**config.mk**
```make
export PLATFORM = sky130hd
export DESIGN_NAME = bus_flags_core
export DESIGN_NICKNAME = d
export VERILOG_FILES = /design/src/core/bus_flags_pkg.sv /design/src/core/link_events_if.sv /design/src/core/link_engine.sv /design/src/core/bus_flags_core.sv
export SDC_FILE = /design/constraint.sdc
export NUM_CORES = 1
export LEC_CHECK = 0
export BUFFER_PORTS_ARGS = -buffer_cell sky130_fd_sc_hd__buf_2
export CORE_UTILIZATION = 40
export CTS_CLUSTER_DIAMETER = 100
export CTS_CLUSTER_SIZE = 40
export DETAILED_ROUTE_END_ITERATION = 7
export SLEW_MARGIN = 20
export SYNTH_ARGS = -nofsm -noshare
export SYNTH_HDL_FRONTEND = slang
export SYNTH_SLANG_ARGS = --single-unit
```
**constraint.sdc**
```tcl
create_clock -name clk -period 4.6 [get_ports clk]
set_input_delay 1.15 -clock clk [delete_from_list [all_inputs] [get_ports clk]]
set_output_delay 1.15 -clock clk [all_outputs]
set_load 0.02 [all_outputs]
```
**src/core/bus_flags_pkg.sv**
```systemverilog
// Register map, field positions and reset values of the address-match and acknowledge flags.
// Assumes a 32-bit classic Wishbone slave port with byte addresses.
package bus_flags_pkg;

	// ==========================================================
	// Register byte offsets
	localparam logic [4:0] STATUS_OFS     = 5'h00;
	localparam logic [4:0] DATA_OFS       = 5'h04;
	localparam logic [4:0] CTRL_OFS       = 5'h08;
	localparam logic [4:0] OWN_ADDR_OFS   = 5'h0C;

	// ==========================================================
	// Field positions of bus_status_flags
	localparam int ACK_BIT_POS            = 0;
	localparam int GC_FLAG_POS            = 1;
	localparam int MATCH_FLAG_POS         = 2;

	// ==========================================================
	// Field positions of the control register
	localparam int CTRL_TRS_POS           = 0;
	localparam int CTRL_MASTER_POS        = 1;
	localparam int CTRL_FS_PRI_POS        = 2;
	localparam int CTRL_FS_SEC_POS        = 3;

	// ==========================================================
	// Reset values and constants
	localparam logic       FLAG_RESET     = 1'b0;
	localparam logic [3:0] CTRL_RESET     = 4'h0;
	localparam logic [6:0] OWN_ADDR_RESET = 7'h00;
	localparam logic [7:0] GEN_CALL_BYTE  = 8'h00;
	localparam logic [3:0] LAST_DATA_BIT  = 4'h7;
	localparam logic [3:0] ACK_SLOT_BIT   = 4'h8;

endpackage

```
**src/core/link_events_if.sv**
```systemverilog
// Events and decoded link state passed from the link engine to the flag core.
// Assumes both ends run on the same module clock.
`timescale 1ns/1ps
interface link_events_if;
	logic       start_p;
	logic       stop_p;
	logic       fall_p;
	logic       byte_done_p;
	logic       ack_rise_p;
	logic       active;
	logic       first;
	logic [3:0] bit_cnt;
	logic [7:0] rx_byte;
	logic       sda_s;

	modport engine (output start_p, stop_p, fall_p, byte_done_p, ack_rise_p, active, first,
		bit_cnt, rx_byte, sda_s);
	modport core   (input start_p, stop_p, fall_p, byte_done_p, ack_rise_p, active, first,
		bit_cnt, rx_byte, sda_s);
endinterface

```
**src/core/link_engine.sv**
```systemverilog
// Two-wire link sampler: synchronises the pins, finds start, stop and clock edges,
// counts bits of each frame and assembles received bytes.
// Assumes the pins are asynchronous to clk and much slower than it.
`timescale 1ns/1ps
module link_engine (
	input  wire logic    clk,
	input  wire logic    reset_n,
	input  wire logic    scl_pin,
	input  wire logic    sda_pin,
	link_events_if.engine ev
);
	// ==========================================================
	// Synchronisers; first stages feed only the second stages
	logic       scl_m_r, scl_s_r, scl_d_r;
	logic       sda_m_r, sda_s_r, sda_d_r;
	logic       active_r, first_r, byte_done_r;
	logic [3:0] bit_cnt_r;
	logic [7:0] shift_r;
	logic       rise, fall, start, stop;

	always_ff @(posedge clk) begin
		if (!reset_n) begin
			scl_m_r <= 1'b1;
			scl_s_r <= 1'b1;
			scl_d_r <= 1'b1;
			sda_m_r <= 1'b1;
			sda_s_r <= 1'b1;
			sda_d_r <= 1'b1;
		end else begin
			scl_m_r <= scl_pin;
			scl_s_r <= scl_m_r;
			scl_d_r <= scl_s_r;
			sda_m_r <= sda_pin;
			sda_s_r <= sda_m_r;
			sda_d_r <= sda_s_r;
		end
	end

	assign rise  = scl_s_r & ~scl_d_r;
	assign fall  = ~scl_s_r & scl_d_r;
	assign start = scl_s_r & scl_d_r & sda_d_r & ~sda_s_r;
	assign stop  = scl_s_r & scl_d_r & ~sda_d_r & sda_s_r;

	// ==========================================================
	// Frame tracking
	always_ff @(posedge clk) begin
		if (!reset_n) begin
			active_r    <= 1'b0;
			first_r     <= 1'b0;
			bit_cnt_r   <= 4'h0;
			shift_r     <= 8'h00;
			byte_done_r <= 1'b0;
		end else begin
			byte_done_r <= 1'b0;
			if (start) begin
				active_r  <= 1'b1;
				first_r   <= 1'b1;
				bit_cnt_r <= 4'h0;
			end else if (stop) begin
				active_r  <= 1'b0;
				first_r   <= 1'b0;
				bit_cnt_r <= 4'h0;
			end else if (rise && active_r) begin
				if (bit_cnt_r == bus_flags_pkg::ACK_SLOT_BIT) begin
					bit_cnt_r <= 4'h0;
					first_r   <= 1'b0;
				end else begin
					shift_r     <= {shift_r[6:0], sda_s_r};
					bit_cnt_r   <= bit_cnt_r + 4'h1;
					byte_done_r <= (bit_cnt_r == bus_flags_pkg::LAST_DATA_BIT);
				end
			end
		end
	end

	assign ev.start_p     = start;
	assign ev.stop_p      = stop;
	assign ev.fall_p      = fall;
	assign ev.byte_done_p = byte_done_r;
	assign ev.ack_rise_p  = rise & active_r & (bit_cnt_r == bus_flags_pkg::ACK_SLOT_BIT);
	assign ev.active      = active_r;
	assign ev.first       = first_r;
	assign ev.bit_cnt     = bit_cnt_r;
	assign ev.rx_byte     = shift_r;
	assign ev.sda_s       = sda_s_r;
endmodule // link_engine

```
**src/core/bus_flags_core.sv**
```systemverilog
// Slave-address match, general-call and acknowledge flags of a two-wire bus interface,
// with a classic Wishbone register port, a data register and acknowledge driving.
// Assumes scl and sda come from open-drain pins outside the clk domain.
//
// Operation
// - Slave receive, primary format 0: own or general-call first byte sets match flag.
// - Data register write in transmit or read in receive clears both flags.
// - Writing 0 to match flag after reading it as 1 clears it.
// - General-call byte in slave receive with either format select 0 sets flag.
// - Writing 0 to general-call flag after reading it as 1 clears it.
// - General-call flag carries meaning only in bus-format slave receive.
// - Transmit mode captures the receiver's acknowledge level in the ack slot.
// - Receive mode drives the programmed acknowledge bit in the ack slot once addressed or as master.
// - Acknowledge read returns captured value transmitting, programmed value receiving.
// - All three flags reset to 0 and are software readable and writable.
//
// Local design decisions: the Wishbone slave port and the address map.
`timescale 1ns/1ps
module bus_flags_core (
	input  wire logic        clk,
	input  wire logic        reset_n,
	input  wire logic        wb_cyc_i,
	input  wire logic        wb_stb_i,
	input  wire logic        wb_we_i,
	input  wire logic [4:0]  wb_adr_i,
	input  wire logic [3:0]  wb_sel_i,
	input  wire logic [31:0] wb_dat_i,
	output logic      [31:0] wb_dat_o,
	output logic             wb_ack_o,
	input  wire logic        scl_i,
	input  wire logic        sda_i,
	output logic             sda_o,
	output logic             sda_oe_n
);
	// ==========================================================
	// Declarations
	link_events_if ev ();

	logic        ack_r;
	logic [31:0] rdata_r;
	logic        match_flag_r, gc_flag_r;
	logic        match_armed_r, gc_armed_r;
	logic        ack_rx_r, ack_sw_r;
	logic [3:0]  ctrl_r;
	logic [6:0]  own_addr_r;
	logic [7:0]  tx_data_r, rx_data_r;
	logic        drive_low_r, addr_acked_r;
	logic        req, wr_lo, rd_req;
	logic        trs, master, fs_pri, fs_sec, slave_rx;
	logic        own_hit, gc_hit, match_set, gc_set, data_access;
	logic        match_sw_clr, gc_sw_clr, ack_read_bit;

	link_engine u_link (
		.clk     (clk),
		.reset_n (reset_n),
		.scl_pin (scl_i),
		.sda_pin (sda_i),
		.ev      (ev.engine)
	);

	function automatic logic hit(input logic [4:0] adr, input logic [4:0] ofs);
		hit = (adr == ofs);
	endfunction

	// ==========================================================
	// Mode decode
	assign trs      = ctrl_r[bus_flags_pkg::CTRL_TRS_POS];
	assign master   = ctrl_r[bus_flags_pkg::CTRL_MASTER_POS];
	assign fs_pri   = ctrl_r[bus_flags_pkg::CTRL_FS_PRI_POS];
	assign fs_sec   = ctrl_r[bus_flags_pkg::CTRL_FS_SEC_POS];
	assign slave_rx = ~master & ~trs;

	// ==========================================================
	// Wishbone slave: one wait state, ack drops the cycle after it is given
	assign req    = wb_cyc_i & wb_stb_i & ~ack_r;
	assign wr_lo  = req & wb_we_i & wb_sel_i[0];
	assign rd_req = req & ~wb_we_i;

	always_ff @(posedge clk) begin
		if (!reset_n)
			ack_r <= 1'b0;
		else
			ack_r <= req;
	end

	assign ack_read_bit = trs ? ack_rx_r : ack_sw_r;

	// Unmapped offsets read zero and ignore writes
	always_ff @(posedge clk) begin
		if (!reset_n) begin
			rdata_r <= 32'h0000_0000;
		end else if (rd_req) begin
			rdata_r <= 32'h0000_0000;
			if (hit(wb_adr_i, bus_flags_pkg::STATUS_OFS))
				rdata_r[2:0] <= {match_flag_r, gc_flag_r, ack_read_bit};
			else if (hit(wb_adr_i, bus_flags_pkg::DATA_OFS))
				rdata_r[7:0] <= rx_data_r;
			else if (hit(wb_adr_i, bus_flags_pkg::CTRL_OFS))
				rdata_r[3:0] <= ctrl_r;
			else if (hit(wb_adr_i, bus_flags_pkg::OWN_ADDR_OFS))
				rdata_r[6:0] <= own_addr_r;
		end
	end

	assign wb_ack_o = ack_r;
	assign wb_dat_o = rdata_r;

	// ==========================================================
	// Control, own address and data registers
	always_ff @(posedge clk) begin
		if (!reset_n) begin
			ctrl_r     <= bus_flags_pkg::CTRL_RESET;
			own_addr_r <= bus_flags_pkg::OWN_ADDR_RESET;
			tx_data_r  <= 8'h00;
		end else if (wr_lo) begin
			if (hit(wb_adr_i, bus_flags_pkg::CTRL_OFS))
				ctrl_r <= wb_dat_i[3:0];
			if (hit(wb_adr_i, bus_flags_pkg::OWN_ADDR_OFS))
				own_addr_r <= wb_dat_i[6:0];
			if (hit(wb_adr_i, bus_flags_pkg::DATA_OFS))
				tx_data_r <= wb_dat_i[7:0];
		end
	end

	always_ff @(posedge clk) begin
		if (!reset_n)
			rx_data_r <= 8'h00;
		else if (ev.byte_done_p && !trs)
			rx_data_r <= ev.rx_byte;
	end

	// ==========================================================
	// Recognition events and clears
	assign own_hit   = ev.rx_byte[7:1] == own_addr_r;
	assign gc_hit    = ev.rx_byte == bus_flags_pkg::GEN_CALL_BYTE;
	assign match_set = ev.byte_done_p & ev.first & slave_rx & ~fs_pri
		& (own_hit | gc_hit);
	// Only set in slave receive; a flag set there keeps its value when the mode changes
	assign gc_set    = ev.byte_done_p & ev.first & slave_rx & (~fs_sec | ~fs_pri)
		& gc_hit;

	assign data_access = hit(wb_adr_i, bus_flags_pkg::DATA_OFS)
		& ((req & wb_we_i & trs) | (rd_req & ~trs));

	// Write of 0 to a flag bit; a write of 1 leaves the flag alone
	assign match_sw_clr = wr_lo & hit(wb_adr_i, bus_flags_pkg::STATUS_OFS)
		& ~wb_dat_i[bus_flags_pkg::MATCH_FLAG_POS] & match_armed_r;
	assign gc_sw_clr    = wr_lo & hit(wb_adr_i, bus_flags_pkg::STATUS_OFS)
		& ~wb_dat_i[bus_flags_pkg::GC_FLAG_POS] & gc_armed_r;

	// ==========================================================
	// Flags: set wins over any clear in the same cycle
	always_ff @(posedge clk) begin
		if (!reset_n)
			match_flag_r <= bus_flags_pkg::FLAG_RESET;
		else if (match_set)
			match_flag_r <= 1'b1;
		else if (data_access || match_sw_clr)
			match_flag_r <= 1'b0;
	end

	always_ff @(posedge clk) begin
		if (!reset_n)
			gc_flag_r <= bus_flags_pkg::FLAG_RESET;
		else if (gc_set)
			gc_flag_r <= 1'b1;
		else if (data_access || gc_sw_clr)
			gc_flag_r <= 1'b0;
	end

	// Arming: a read of 1 arms the clear, a newer set disarms it
	always_ff @(posedge clk) begin
		if (!reset_n) begin
			match_armed_r <= 1'b0;
			gc_armed_r    <= 1'b0;
		end else begin
			if (match_set || data_access || match_sw_clr)
				match_armed_r <= 1'b0;
			else if (rd_req && hit(wb_adr_i, bus_flags_pkg::STATUS_OFS) && match_flag_r)
				match_armed_r <= 1'b1;
			if (gc_set || data_access || gc_sw_clr)
				gc_armed_r <= 1'b0;
			else if (rd_req && hit(wb_adr_i, bus_flags_pkg::STATUS_OFS) && gc_flag_r)
				gc_armed_r <= 1'b1;
		end
	end

	// ==========================================================
	// Acknowledge: two stores, selected by direction on read
	always_ff @(posedge clk) begin
		if (!reset_n)
			ack_sw_r <= bus_flags_pkg::FLAG_RESET;
		else if (wr_lo && hit(wb_adr_i, bus_flags_pkg::STATUS_OFS))
			ack_sw_r <= wb_dat_i[bus_flags_pkg::ACK_BIT_POS];
	end

	always_ff @(posedge clk) begin
		if (!reset_n)
			ack_rx_r <= bus_flags_pkg::FLAG_RESET;
		else if (ev.ack_rise_p && trs)
			ack_rx_r <= ev.sda_s;
	end

	// ==========================================================
	// SDA drive, pulled low only on scl falling; start, stop and idle release it at once
	always_ff @(posedge clk) begin
		if (!reset_n)
			addr_acked_r <= 1'b0;
		else if (ev.start_p || ev.stop_p)
			addr_acked_r <= 1'b0;
		else if (match_set)
			addr_acked_r <= 1'b1;
	end

	always_ff @(posedge clk) begin
		if (!reset_n) begin
			drive_low_r <= 1'b0;
		end else if (ev.start_p || ev.stop_p || !ev.active) begin
			drive_low_r <= 1'b0;
		end else if (ev.fall_p) begin
			if (ev.bit_cnt == bus_flags_pkg::ACK_SLOT_BIT)
				drive_low_r <= ~trs & (addr_acked_r | master) & ~ack_sw_r;
			else if (trs && !ev.first)
				drive_low_r <= ~tx_data_r[3'(bus_flags_pkg::LAST_DATA_BIT - ev.bit_cnt)];
			else
				drive_low_r <= 1'b0;
		end
	end

	// Open-drain: output value fixed low, enable active low while driving
	assign sda_o    = 1'b0;
	assign sda_oe_n = ~drive_low_r;

	// ==========================================================
	// Assertions
	property p_match_set;
		@(posedge clk) disable iff (!reset_n)
		match_set |=> match_flag_r;
	endproperty
	a_match_set: assert property (p_match_set) else $error("match flag not set");

	property p_data_clear;
		@(posedge clk) disable iff (!reset_n)
		data_access && !match_set && !gc_set |=> !match_flag_r && !gc_flag_r;
	endproperty
	a_data_clear: assert property (p_data_clear) else $error("data access left a flag set");

	property p_match_sw_clear;
		@(posedge clk) disable iff (!reset_n)
		rd_req && hit(wb_adr_i, bus_flags_pkg::STATUS_OFS) && match_flag_r && !match_set
		##[3:10] match_sw_clr && !match_set
		|=> !match_flag_r;
	endproperty
	a_match_sw_clear: assert property (p_match_sw_clear) else $error("match clear failed");

	property p_gc_set;
		@(posedge clk) disable iff (!reset_n)
		ev.byte_done_p && ev.first && slave_rx && (!fs_sec || !fs_pri) && gc_hit
		|=> gc_flag_r && match_flag_r == ($past(fs_pri) ? $past(match_flag_r) : 1'b1);
	endproperty
	a_gc_set: assert property (p_gc_set) else $error("general call flag not set");

	property p_gc_sw_clear;
		@(posedge clk) disable iff (!reset_n)
		gc_sw_clr && !gc_set |=> !gc_flag_r ##1 !gc_armed_r;
	endproperty
	a_gc_sw_clear: assert property (p_gc_sw_clear) else $error("general call clear failed");

	property p_gc_only_slave_rx;
		@(posedge clk) disable iff (!reset_n)
		$rose(gc_flag_r) |-> $past(slave_rx) && $past(ev.first);
	endproperty
	a_gc_only_slave_rx: assert property (p_gc_only_slave_rx) else $error("gc set outside mode");

	property p_ack_capture;
		@(posedge clk) disable iff (!reset_n)
		ev.ack_rise_p && trs |=> ack_rx_r == $past(ev.sda_s);
	endproperty
	a_ack_capture: assert property (p_ack_capture) else $error("ack not captured");

	property p_ack_drive;
		@(posedge clk) disable iff (!reset_n)
		ev.fall_p && ev.active && !ev.start_p && !ev.stop_p
		&& ev.bit_cnt == bus_flags_pkg::ACK_SLOT_BIT && !trs && addr_acked_r
		|=> sda_oe_n == $past(ack_sw_r);
	endproperty
	a_ack_drive: assert property (p_ack_drive) else $error("ack slot drive wrong");

	property p_ack_read;
		@(posedge clk) disable iff (!reset_n)
		rd_req && hit(wb_adr_i, bus_flags_pkg::STATUS_OFS)
		|=> wb_ack_o && wb_dat_o[0] == ($past(trs) ? $past(ack_rx_r) : $past(ack_sw_r));
	endproperty
	a_ack_read: assert property (p_ack_read) else $error("ack read source wrong");

	property p_reset_values;
		@(posedge clk)
		!reset_n |=> !match_flag_r && !gc_flag_r && !ack_rx_r && !ack_sw_r && !wb_ack_o;
	endproperty
	a_reset_values: assert property (p_reset_values) else $error("flags not reset");

	property p_write_one_keeps;
		@(posedge clk) disable iff (!reset_n)
		wr_lo && hit(wb_adr_i, bus_flags_pkg::STATUS_OFS) && match_flag_r
		&& wb_dat_i[bus_flags_pkg::MATCH_FLAG_POS] |=> match_flag_r;
	endproperty
	a_write_one_keeps: assert property (p_write_one_keeps) else $error("write of 1 cleared");

	// Primary format 1 must leave the match flag where it was
	property p_match_fs_blocks;
		@(posedge clk) disable iff (!reset_n)
		ev.byte_done_p && fs_pri && !data_access && !match_sw_clr |=> $stable(match_flag_r);
	endproperty
	a_match_fs_blocks: assert property (p_match_fs_blocks) else $error("match set in format 1");

	property p_match_unread_keep;
		@(posedge clk) disable iff (!reset_n)
		wr_lo && hit(wb_adr_i, bus_flags_pkg::STATUS_OFS) && match_flag_r && !match_armed_r
		|=> match_flag_r;
	endproperty
	a_match_unread_keep: assert property (p_match_unread_keep) else $error("match lost");

	property p_gc_unread_keep;
		@(posedge clk) disable iff (!reset_n)
		wr_lo && hit(wb_adr_i, bus_flags_pkg::STATUS_OFS) && gc_flag_r && !gc_armed_r
		|=> gc_flag_r;
	endproperty
	a_gc_unread_keep: assert property (p_gc_unread_keep) else $error("general call lost");

	property p_ack_rx_hold;
		@(posedge clk) disable iff (!reset_n)
		!(ev.ack_rise_p && trs) |=> $stable(ack_rx_r);
	endproperty
	a_ack_rx_hold: assert property (p_ack_rx_hold) else $error("ack capture moved");

	// Outside the ack slot a receiver never holds the line
	property p_ack_release;
		@(posedge clk) disable iff (!reset_n)
		ev.fall_p && ev.bit_cnt != bus_flags_pkg::ACK_SLOT_BIT && !trs |=> sda_oe_n;
	endproperty
	a_ack_release: assert property (p_ack_release) else $error("data line held");

	property p_idle_released;
		@(posedge clk) disable iff (!reset_n)
		!ev.active |=> sda_oe_n;
	endproperty
	a_idle_released: assert property (p_idle_released) else $error("line driven when idle");

	property p_ack_pulse;
		@(posedge clk) disable iff (!reset_n)
		wb_ack_o |=> !wb_ack_o;
	endproperty
	a_ack_pulse: assert property (p_ack_pulse) else $error("bus ack too long");

endmodule // bus_flags_core

```
==> results.ini <==
[critical_path]
worstPathRequired_ps=4810
timing.critical_path.buf_inv=1
endpoint_kind=register
crit_family=simple AND/OR/NAND/NOR gates
start_kind=primary input
critical_path_class=primary input to register
worstPathMaxFanout=11
worstPathArrival_ps=2790
r2r_slack_ps=2780
path_cells=buf_2 > or3_4 > nor4b_4 > mux2i_1 > nor2_1
cp_slowest_stage_delay_ps=700
slowest_stage=nor4b_4

[floorplan]
initial_core_util_pct=42.0
ios=83
coreArea_um2=7330
rows=31
die_height_um=89.8
dieWidth_um=89.8
die_area_um2=8060

[pwr]
p_clk_share_pct=45.5
power_mw=1.17
p_leak_nw=1.34
sequentialPowerShare_pct=48.8
p_int_uw=903
p_switching_uw=265
p_per_area_nw_per_um2=342
swShare_pct=22.7
ir_drop_v=0.000262
combPwrFrac_pct=5.7

[detailed_routing]
routedWlPerCell_um=13.6
drt.antenna.violating_nets=0
highest_layer=met4
wl_um=6460
drt-met1-wl_um=3140
dr_total_vias=2334
vias_per_cell=4.91
wl_met2_um=2870
drc_errors=0
drtIter0Drc=145
wl_met3_um=344
dr.pass1.iters=4

[sta]
max_freq_ghz=0.388
layout_setup_ws_ps=2020
setup_viol=0
worst_pin_slew_ps=753
fin_crit_sh_pct=56.1
period_minus_slack_ps=2580
fin_tns_setup_ps=0
hold_violations=0
rsz0062_at_grt=no
report.final.slew_viol_count=0
clock_skew_ps=11.1
holdWs_ps=414
maxSlewHeadroom_pct=49.6

[clocking]
path_clk_slew_ps=70
clock-root-buffer=clkbuf_8
htree_num_levels=3
clock_path_buffers=2
cts_setup_buffers=0
cts_tree=built
clkLatencyLatePin_ps=340
cts_buffers=9
cts.sinks=65
hold_buffers=0
ctsResizeCount=0

[grt]
globalRoute.totalOverflow=0
antenna_found_initial=0
grt_max_degree=32
grt_pass1_vias=2177
grt_pass1_wl_um=10900
grt_usage_pct=17.1

[layout]
fin_cells=475
syn_to_final_growth_pct=10.8
final_util_pct=46.6
n_antenna_cell=0
drive_gt1_share_pct=16.0
n_fill_cell=726
nNetsFinal=421
final_cell_area_um2=3420

[placement]
dp_hpwl_um=4710
place_area_um2=3200
place.gp.congestion=0.804
numPortBuffers=30
dp_cells=459
pre_cts_slack_ps=1660

[flow_run]
maxCapViolations=0

[synthesis]
synth_cells=345
synth_ff_type=dfxtp_1
yosysUniqueCellTypes=51
netlist_area_um2=3080
ys_seq_elements=65
postSynthAreaPerCell_um2=8.93
yosys-top-cells-area=dfxtp_1 42%, mux2i_1 7.1%, buf_4 6.1%
synth_top_cell_by_area=dfxtp_1
synth_top_area_share_pct=42.2
async_reset_ff_share_pct=0
synth_edf_count=0
ys_seq_area_share_pct=42.2
synth_warnings=0

[status]
status=finished clean

[hold_path]
min_path_type=register to register

## cells by family after synthesis
| group | count (synthesis) | synth area share, % |
|---|---|---|
| AND/OR/NAND/NOR | 134 | 22.5 |
| flip-flops | 65 | 42.2 |
| AO/OA/AOI/OAI | 54 | 11.0 |
| buffers and inverters | 49 | 9.58 |
| multiplexers | 31 | 11.2 |
| XOR/XNOR | 9 | 2.56 |
| adder cells (fa/ha/maj) | 2 | 0.812 |
| other | 1 | 0.122 |
## synth_stat cells (5+ instances only)
master    count
nand2b_1      9
dfxtp_1      65
xnor2_1       5
nand2_1      43
mux2i_1      22
mux2_2        7
buf_4        25
a21oi_1      29
nor2_1       29
inv_1         8
nand3_1      17
nor3_1        6
clkbuf_1     11
## routing by layer
layer	track usage, %	vias to the layer above
met2	27.3	63
met4	5.74	0
met5	0	-
met3	5.33	12
li1	-	1198
met1	21.9	1061
## path summary, 6_finish.rpt
path	start	cells after the start	endpoint
max	wb_adr_i[3]	5	tx_data_r[4]$_SDFFE_PN0P_
max reg2reg	u_link.ev.bit_cnt[0]$_SDFFE_PP0N_	6	u_link.ev.rx_byte[0]$_SDFFE_PN0P_
min	u_link.sda_m_r$_SDFF_PN1_	1	u_link.ev.sda_s$_SDFF_PN1_
min reg2reg	u_link.sda_m_r$_SDFF_PN1_	1	u_link.ev.sda_s$_SDFF_PN1_
## layout make-up
| cell class | count | area (um^2) | share of cell area, % |
|---|---|---|---|
| Clock inverter | 5 | 78.8 | 2.31 |
| Timing Repair Buffer | 32 | 165 | 4.84 |
| Inverter | 8 | 30.0 | 0.879 |
| Multi-Input combinational cell | 255 | 1580 | 46.1 |
| Sequential cell | 65 | 1300 | 38.1 |
| Tap cell | 99 | 124 | 3.63 |
| Clock buffer | 11 | 141 | 4.14 |
## worst reg2reg max path, stage by stage, from the launching register on
cell      delay (ps)
dfxtp_1          470
inv_1            100
ha_1             220
nand3b_1         410
nand2_1          300
nand2_1          140
a21oi_1           60
## power by group through the flow
stage / clock network, mW / logic [mW] / registers [mW]
final: 0.532 / 0.0666 / 0.570
after floorplan: 0 / 0.0624 / 0.582
after CTS: 0.546 / 0.0666 / 0.570
after global routing: 0.574 / 0.0725 / 0.570
after global placement: 0 / 0.0656 / 0.582
after detailed placement: 0 / 0.0664 / 0.583
## state kept, by name, indices dropped and copies added (netlist names), 4 cells and up
name,count
rx_data_r,8
tx_data_r,8
u_link.ev.rx_byte,8
wb_dat_o,8
own_addr_r,7
ctrl_r,4
u_link.ev.bit_cnt,4
## cell usage in the layout (no fill, tap or decap), types with 5 or more instances in the layout
master / instances
buf_2: 30
nand2_1: 43
nor2_1: 29
a21oi_1: 29
nand3_1: 17
xnor2_1: 5
nor3_1: 6
nand2b_1: 9
clkbuf_8: 10
conb_1: 25
mux2_2: 7
mux2i_1: 22
inv_1: 8
dfxtp_1: 65
Power figures use the tool's default switching activity.
